--- src/common/link_err_pkg.sv ---
package link_err_pkg;

  localparam int FLAG_W = 16;
  localparam logic [FLAG_W-1:0] FLAGS_RESET = 16'h0000;
  localparam int BIT_UNLOCK = 9;
  localparam int BIT_OVERRUN = 8;
  localparam int BIT_OVERFLOW = 7;
  localparam int BIT_SYNC_LOST = 6;
  localparam int BIT_RUN_DISP = 5;
  localparam int BIT_BAD_SYMBOL = 4;
  localparam int BIT_WORD_ALIGN = 3;
  localparam int BIT_START_DISP = 2;
  localparam int BIT_CRC = 1;
  localparam int BIT_SIGNAL_LOST = 0;

  localparam int DATA_W = 32;
  localparam int FIFO_DEPTH_DEF = 8;
  // Smallest epoch is 8 bytes, two words.
  localparam int EPOCH_WORDS_DEF = 2;
  localparam int EPOCH_CNT_W = 32;

  typedef enum logic {PH_COPY, PH_INSERT} phase_t;

  // Receiver pins; all are outside the clk domain and are synchronised as one bundle.
  typedef struct packed {
    logic [DATA_W-1:0] data;
    logic valid;
    logic bof;
    logic crc_bad;
    logic run_disp;
    logic bad_symbol;
    logic word_align;
    logic start_disp;
    logic pll_locked;
    logic sync_detect;
    logic signal_present;
  } link_pins_t;

  // Synchroniser reset value: the health pins read good, so leaving reset reports no fault.
  localparam link_pins_t PINS_RESET = link_pins_t'({{DATA_W{1'b0}}, 7'h00, 3'h7});

endpackage

--- src/design/stream_fifo.sv ---
`timescale 1ns/10ps
module stream_fifo #(
  parameter int WIDTH = 32,
  parameter int DEPTH = 8
) (
  input wire logic clk,
  input wire logic rstn,
  input wire logic flush,
  input wire logic in_valid,
  output logic in_ready,
  input wire logic [WIDTH-1:0] in_data,
  output logic out_valid,
  input wire logic out_ready,
  output logic [WIDTH-1:0] out_data
);

  localparam int AW = $clog2(DEPTH);
  localparam logic [AW:0] DEPTH_C = (AW+1)'(DEPTH);

  if (DEPTH < 2 || (1 << AW) != DEPTH)
  begin : g_bad_depth
    $error("stream_fifo depth must be a power of two, at least 2");
  end

  logic [WIDTH-1:0] mem [DEPTH];
  logic [AW-1:0] wr_ptr_reg;
  logic [AW-1:0] rd_ptr_reg;
  logic [AW:0] count_reg;
  logic [AW:0] count_next;
  logic push;
  logic load;

  assign push = in_valid & in_ready;
  // The output register holds one word beyond the memory, so the stage always drains.
  assign load = (count_reg != '0) & (~out_valid | out_ready);

  always_comb
  begin
    count_next = count_reg + {{AW{1'b0}}, push} - {{AW{1'b0}}, load};
  end

  always_ff @(posedge clk)
  begin
    if (push)
    begin
      mem[wr_ptr_reg] <= in_data;
    end
  end

  always_ff @(posedge clk or negedge rstn)
  begin
    if (!rstn)
    begin
      wr_ptr_reg <= '0;
      rd_ptr_reg <= '0;
      count_reg <= '0;
      in_ready <= 1'b1;
    end
    else if (flush)
    begin
      wr_ptr_reg <= '0;
      rd_ptr_reg <= '0;
      count_reg <= '0;
      in_ready <= 1'b1;
    end
    else
    begin
      if (push)
      begin
        wr_ptr_reg <= wr_ptr_reg + 1'b1;
      end
      if (load)
      begin
        rd_ptr_reg <= rd_ptr_reg + 1'b1;
      end
      count_reg <= count_next;
      in_ready <= (count_next < DEPTH_C);
    end
  end

  always_ff @(posedge clk or negedge rstn)
  begin
    if (!rstn)
    begin
      out_valid <= 1'b0;
      out_data <= '0;
    end
    else if (flush)
    begin
      out_valid <= 1'b0;
    end
    else if (load)
    begin
      out_valid <= 1'b1;
      out_data <= mem[rd_ptr_reg];
    end
    else if (out_ready)
    begin
      out_valid <= 1'b0;
    end
  end

endmodule // stream_fifo

--- src/design/fiber_link_error_status.sv ---
// Behaviour
// - Bit 9 sets while receive clock recovery is unlocked.
// - Bit 8 sets when transmit data arrives but the transmit FIFO cannot take it.
// - Bit 7 sets when a received word is dropped on receive FIFO overflow.
// - Bit 6 sets while the receiver sees no synchronisation signal.
// - Bits 5, 4, 3, 2 flag disparity, bad symbol, alignment, start disparity.
// - Bit 1 sets on a receive CRC failure.
// - Bit 0 sets while no optical signal is received.
// - A summary bit shows that the detailed error register holds a flag.
// - Error clear drops the summary, but it stays while a fault persists.
// - Link clear empties both transmit and receive FIFOs.
// - Link clear restarts the epoch and returns append to its copy phase.
// - CRC checking and transmit CRC happen only while check enable is on.
`timescale 1ns/10ps
module fiber_link_error_status
  import link_err_pkg::*;
#(
  parameter int FIFO_DEPTH = FIFO_DEPTH_DEF,
  parameter int EPOCH_WORDS = EPOCH_WORDS_DEF
) (
  input wire logic clk,
  input wire logic rstn,
  input wire logic link_clk,
  input wire link_pins_t rx_pins,
  input wire logic check_enable_on,
  input wire logic append_mode,
  input wire logic error_clear,
  input wire logic link_clear,
  input wire logic in_valid,
  input wire logic [DATA_W-1:0] in_data,
  output logic in_ready,
  output logic out_valid,
  output logic [DATA_W-1:0] out_data,
  input wire logic out_ready,
  output logic [DATA_W-1:0] tx_data,
  output logic tx_valid,
  output logic tx_crc_insert,
  output logic tx_epoch_end,
  output logic append_insert_phase,
  output logic [FLAG_W-1:0] link_error_flags,
  output logic link_error_summary_bit
);

  if (EPOCH_WORDS < 2)
  begin : g_bad_epoch
    $error("EPOCH_WORDS must be at least 2");
  end

  link_pins_t pins_s1_reg;
  link_pins_t pins_s2_reg;
  logic [2:0] lclk_reg;
  logic link_rise;
  logic rx_push;
  logic rx_in_ready;
  logic tx_out_valid;
  logic [DATA_W-1:0] tx_out_data;
  logic tx_pop;
  logic [FLAG_W-1:0] cond;
  logic [FLAG_W-1:0] flags_next;
  logic [EPOCH_CNT_W-1:0] epoch_cnt_reg;
  phase_t phase_reg;

  // The last word of an epoch is decoded for the marker and for the counter wrap alike.
  function automatic logic epoch_last(input logic [EPOCH_CNT_W-1:0] cnt);
    return (cnt == EPOCH_CNT_W'(EPOCH_WORDS - 1));
  endfunction

  // Link clock and pins share the same two-stage synchroniser depth, so data stays
  // aligned to the detected edge; the link period is far longer than clk.
  always_ff @(posedge clk or negedge rstn)
  begin
    if (!rstn)
    begin
      // A zero reset value would read as a dead link and latch three false flags.
      pins_s1_reg <= PINS_RESET;
      pins_s2_reg <= PINS_RESET;
      lclk_reg <= 3'h0;
    end
    else
    begin
      pins_s1_reg <= rx_pins;
      pins_s2_reg <= pins_s1_reg;
      lclk_reg <= {lclk_reg[1:0], link_clk};
    end
  end

  assign link_rise = lclk_reg[1] & ~lclk_reg[2];
  assign rx_push = link_rise & pins_s2_reg.valid;
  // In append mode local words go out only in the insert window after a BOF.
  assign tx_pop = link_rise & tx_out_valid & (~append_mode | (phase_reg == PH_INSERT));

  stream_fifo #(.WIDTH(DATA_W), .DEPTH(FIFO_DEPTH)) u_rx_fifo (
    .clk(clk),
    .rstn(rstn),
    .flush(link_clear),
    .in_valid(rx_push),
    .in_ready(rx_in_ready),
    .in_data(pins_s2_reg.data),
    .out_valid(out_valid),
    .out_ready(out_ready),
    .out_data(out_data)
  );

  stream_fifo #(.WIDTH(DATA_W), .DEPTH(FIFO_DEPTH)) u_tx_fifo (
    .clk(clk),
    .rstn(rstn),
    .flush(link_clear),
    .in_valid(in_valid),
    .in_ready(in_ready),
    .in_data(in_data),
    .out_valid(tx_out_valid),
    .out_ready(tx_pop),
    .out_data(tx_out_data)
  );

  always_comb
  begin
    cond = '0;
    cond[BIT_UNLOCK] = ~pins_s2_reg.pll_locked;
    cond[BIT_OVERRUN] = in_valid & ~in_ready;
    cond[BIT_OVERFLOW] = rx_push & ~rx_in_ready;
    cond[BIT_SYNC_LOST] = ~pins_s2_reg.sync_detect;
    cond[BIT_RUN_DISP] = link_rise & pins_s2_reg.run_disp;
    cond[BIT_BAD_SYMBOL] = link_rise & pins_s2_reg.bad_symbol;
    cond[BIT_WORD_ALIGN] = link_rise & pins_s2_reg.word_align;
    cond[BIT_START_DISP] = link_rise & pins_s2_reg.start_disp;
    cond[BIT_CRC] = link_rise & pins_s2_reg.crc_bad & check_enable_on;
    cond[BIT_SIGNAL_LOST] = ~pins_s2_reg.signal_present;
    // A new or lasting cause beats the clear in the same cycle.
    flags_next = cond | (link_error_flags & ~{FLAG_W{error_clear}});
  end

  always_ff @(posedge clk or negedge rstn)
  begin
    if (!rstn)
    begin
      link_error_flags <= FLAGS_RESET;
      link_error_summary_bit <= 1'b0;
    end
    else
    begin
      link_error_flags <= flags_next;
      link_error_summary_bit <= |flags_next;
    end
  end

  always_ff @(posedge clk or negedge rstn)
  begin
    if (!rstn)
    begin
      tx_data <= '0;
      tx_valid <= 1'b0;
      tx_epoch_end <= 1'b0;
      tx_crc_insert <= 1'b0;
    end
    else
    begin
      tx_crc_insert <= check_enable_on;
      if (link_clear)
      begin
        tx_valid <= 1'b0;
        tx_epoch_end <= 1'b0;
      end
      else if (link_rise)
      begin
        tx_valid <= tx_pop;
        tx_epoch_end <= tx_pop & epoch_last(epoch_cnt_reg);
        if (tx_pop)
        begin
          tx_data <= tx_out_data;
        end
      end
    end
  end

  always_ff @(posedge clk or negedge rstn)
  begin
    if (!rstn)
    begin
      epoch_cnt_reg <= '0;
      phase_reg <= PH_COPY;
    end
    else if (link_clear)
    begin
      epoch_cnt_reg <= '0;
      phase_reg <= PH_COPY;
    end
    else if (tx_pop && epoch_last(epoch_cnt_reg))
    begin
      epoch_cnt_reg <= '0;
      phase_reg <= PH_COPY;
    end
    else
    begin
      if (tx_pop)
      begin
        epoch_cnt_reg <= epoch_cnt_reg + 1'b1;
      end
      case (phase_reg)
        PH_COPY:
        begin
          if (link_rise && pins_s2_reg.bof)
          begin
            phase_reg <= PH_INSERT;
          end
        end
        PH_INSERT:
        begin
          phase_reg <= PH_INSERT;
        end
        default:
        begin
          phase_reg <= PH_COPY;
        end
      endcase
    end
  end

  always_ff @(posedge clk or negedge rstn)
  begin
    if (!rstn)
    begin
      append_insert_phase <= 1'b0;
    end
    else
    begin
      append_insert_phase <= (phase_reg == PH_INSERT);
    end
  end
endmodule // fiber_link_error_status

--- config.mk ---
export PLATFORM = sky130hd
export DESIGN_NAME = fiber_link_error_status
export DESIGN_NICKNAME = d
export VERILOG_FILES = /design/src/common/link_err_pkg.sv /design/src/design/stream_fifo.sv /design/src/design/fiber_link_error_status.sv
export SDC_FILE = /design/constraint.sdc
export NUM_CORES = 1
export LEC_CHECK = 0
export ABC_AREA = 1
export BUFFER_PORTS_ARGS = -buffer_cell sky130_fd_sc_hd__buf_2
export CAP_MARGIN = 20
export CORE_ASPECT_RATIO = 1.75
export CORE_MARGIN = 10
export CORE_UTILIZATION = 25
export CTS_BUF_LIST = sky130_fd_sc_hd__clkbuf_2 sky130_fd_sc_hd__clkbuf_4 sky130_fd_sc_hd__clkbuf_8
export DETAILED_ROUTE_END_ITERATION = 10
export PLACE_DENSITY = 0.48
export SYNTH_ARGS = -nofsm -noshare
export SYNTH_HDL_FRONTEND = slang
export SYNTH_HIERARCHICAL = 1
export SYNTH_SLANG_ARGS = --single-unit
--- constraint.sdc ---
create_clock -name clk -period 2.7 [get_ports clk]
set_input_delay 0.27 -clock clk [delete_from_list [all_inputs] [get_ports clk]]
set_output_delay 0.27 -clock clk [all_outputs]
set_load 0.03 [all_outputs]
==> impl_metrics.ini <==
[flow_run]
drv_cap = 0

[sta]
fin_skew_ns = 0.0533
hold_violations = 0
slew_headroom = 0.367
max_freq_ghz = 0.434
fin_crit_sh = 0.854
slew_viol_final = 0
final.min_clock_period_ns = 2.31
setup_violations = 0
grt_setup_unrepaired = no
hold_ws_ns = 0.0833
worst_pin_slew_ns = 0.950

[clock_tree]
cts_max_path_buffers = 3
cts_tree = built
post_cts_buffers = 0
clk_pin_slew_ns = 0.06
cts_max_level = 3
cts_buffers = 121
clock-root-buffer = clkbuf_8
cts_hold_buf = 82
cts_resized = 0
cts.sinks = 773
clk_latency_ns = 0.82

[critical_path]
rrSetupSlack_ns = 0.39
reg2reg_depth = 12
reg2reg_from = phase_reg$_DFF_PN0_
crit_path_frequent_cell = nand2_1
critPathLaunchType = register
endpoint = u_tx_fifo/count_reg[2]$_DFF_PN0_
reg2reg_to = u_tx_fifo/count_reg[2]$_DFF_PN0_
required_ns = 3.39
cp_cell_sequence = nor2_1 > nor2_8 > inv_1 > nand2_1 > nand2_2 > inv_1 > nand2_1 > nand2_1 > ha_1 > fa_1 > xnor2_1 > nor2_1
worstPathArrival_ns = 3.00
critPathLaunch = phase_reg$_DFF_PN0_
max_stage_delay_ns = 0.41
crit_fanout = 4
critPathKind = register to register
slowest_stage = fa_1
cp-end-kind = register

[power_and_ir_drop]
power.internal_uw = 22400
power.leakage_uw = 0.0170
p_total_uw = 33800
peakVddDrop_mv = 0.637
power.switching_uw = 11300
comb_power_share = 0.258
p_per_area_mw_per_mm2 = 880
pwr-share-seq = 0.429
switching_share = 0.336
clkPwrFrac = 0.313

[place]
dpl.cell_count = 4766
port_buffers = 169
dpl.hpwl_um = 49500
place_area_mm2 = 0.0349
place_congestion = 0.767

[route]
final_antenna_net_count = 0
via_per_inst = 4.12
wl_per_cell_um = 16.3
drc_errors = 0
drtPass1Iterations = 5
finalWirelength_um = 82800
num_vias = 21000
first_iter_violations = 1239

[grt]
grt_usage = 0.116
globalRouteOverflowTotal = 0
antenna_found_initial = 7
grt_pass1_wl_um = 128000
grt_pass1_vias = 21400
grt_start_max_net_pins = 130

[yosys]
yosysMostFrequentCell = nand2_1
yosys_warnings = 6
synth-edff-count = 512
yosys_register_bits = 773
ys_top_cells_by_area = edfxtp_1, dfrtp_1, nand2_1
syn-num-nets = 3109
ys_seq_area_frac = 0.690
synthArstFlopShare = 0.338
netlist_instances = 3010
syn_area_mm2 = 0.0318
synthDistinctLibCells = 38
syn_area_per_cell_um2 = 10.6
synth-main-ff-cell = edfxtp_1
synthTopCellsByCount = nand2_1, edfxtp_1, inv_1, nand3_1, dfrtp_1
synth_top_cell_by_area = edfxtp_1
synth_top_cell_area_share = 0.484

[floorplan]
die_y_um = 492
row_count = 173
design.core.area_mm2 = 0.127
die_w_um = 289
die-area_mm2 = 0.142
start_util = 0.251
ioPinCount = 170

[finish]
layout.nets = 3408
n_fill_cell = 13000
utilization = 0.303
stdcell_count = 5086
reg_top3 = u_rx_fifo/mem: 256 flops, u_tx_fifo/mem: 256 flops
fin_area_mm2 = 0.0384
syn2layout_area_growth_pct = 20.8
drive_above_1_share = 0.152

[outcome]
run_status = finished clean

[hold_path]
hp-class = input port to async pin
[kinds of logic after synthesis]
logic type,after synthesis,share of synthesized area
DFF,773,0.690
AOI/OAI and AO/OA,28,0.00551
and+or+nand+nor,1552,0.204
adders and majority gates,16,0.00677
muxes,32,0.0148
buffers and inverters,596,0.0754
xor gates and xnor gates,13,0.00358
[how the worst min path moves through the flow]
| stage | startpoint | end | slack, ns | cells past startpoint |
|---|---|---|---|---|
| 2_1_floorplan | rstn | append_insert_phase$_DFF_PN0_ | -0.03 | 0 |
| 3_3_place_gp | rstn | pins_s2_reg[31]$_DFF_PN0_ | 0.22 | 1 |
| 3_5_place_dp | rstn | pins_s1_reg[31]$_DFF_PN0_ | 0.21 | 1 |
| 4_1_cts | rstn | pins_s2_reg[0]$_DFF_PN1_ | 0.001 | 2 |
| 5_1_grt | rstn | pins_s2_reg[0]$_DFF_PN1_ | 0.04 | 2 |
| 6_report | rstn | pins_s2_reg[0]$_DFF_PN1_ | 0.08 | 2 |
[power groups by stage]
stage	sequential (µW)	combinational, µW	clock (µW)
floorplan	15400	5120	0
detailed placement	14700	8820	0
finish	14500	8720	10600
global placement	14700	8750	0
global route	14600	9830	11500
CTS	14500	8940	11000
[per-layer routing]
layer  vias up  GRT usage  share of wire
met4        10     0.0382          0.026
met3       142     0.0288          0.056
met5         -          0        0.00086
met2       448      0.206           0.51
met1     10100      0.134           0.41
li1      10200          -              -
[worst max-delay path, delay by kind of cell, from the launching register on]
family / cells / cell delay, ns
xor+xnor: 1 / 0.16
fa+ha+maj: 2 / 0.62
buf+inv: 2 / 0.13
flops: 1 / 0.39
simple gates: 7 / 0.89
[cell usage in the layout, fill, tap and decap left out, types with 3 or more instances in the layout]
cell	count
buf_2	168
nand2_2	3
mux2_2	3
nand3_1	413
dfstp_2	8
xnor2_1	5
inv_1	464
buf_12	28
clkinv_2	13
nand4_1	16
nor2_2	7
diode_2	6
nor3_1	4
o21ai_0	12
ha_1	14
edfxtp_1	512
clkinv_1	18
nor2_1	95
nor2_4	20
inv_2	4
bufinv_16	5
mux2_4	29
nand2_1	985
dlygate4sd3_1	81
clkinvlp_4	3
xor2_1	8
clkbuf_8	134
buf_4	21
o31ai_1	4
clkbuf_4	57
and2_1	3
dfrtp_1	249
[per-stage QoR]
step | setup slack, ns | TNS, ns
5_1_grt | 0.214 | 0
2_1_floorplan | -0.130 | -33.11
3_3_place_gp | 0.320 | 0
3_5_place_dp | 0.360 | 0
6_report | 0.394 | 0
4_1_cts | 0.394 | 0
[final cells by class]
class / instances / area, µm² / area share
diodes: 6 / 15.0 / 0.000391
clock buffers: 191 / 2270 / 0.0592
clock inverters: 41 / 355 / 0.00926
inverters: 473 / 1780 / 0.0463
multi-input cells: 1641 / 7580 / 0.197
flip-flops and latches: 773 / 21900 / 0.571
well taps: 1662 / 2080 / 0.0542
repair buffers: 299 / 2380 / 0.0621
(Power assumes the default switching activity.)
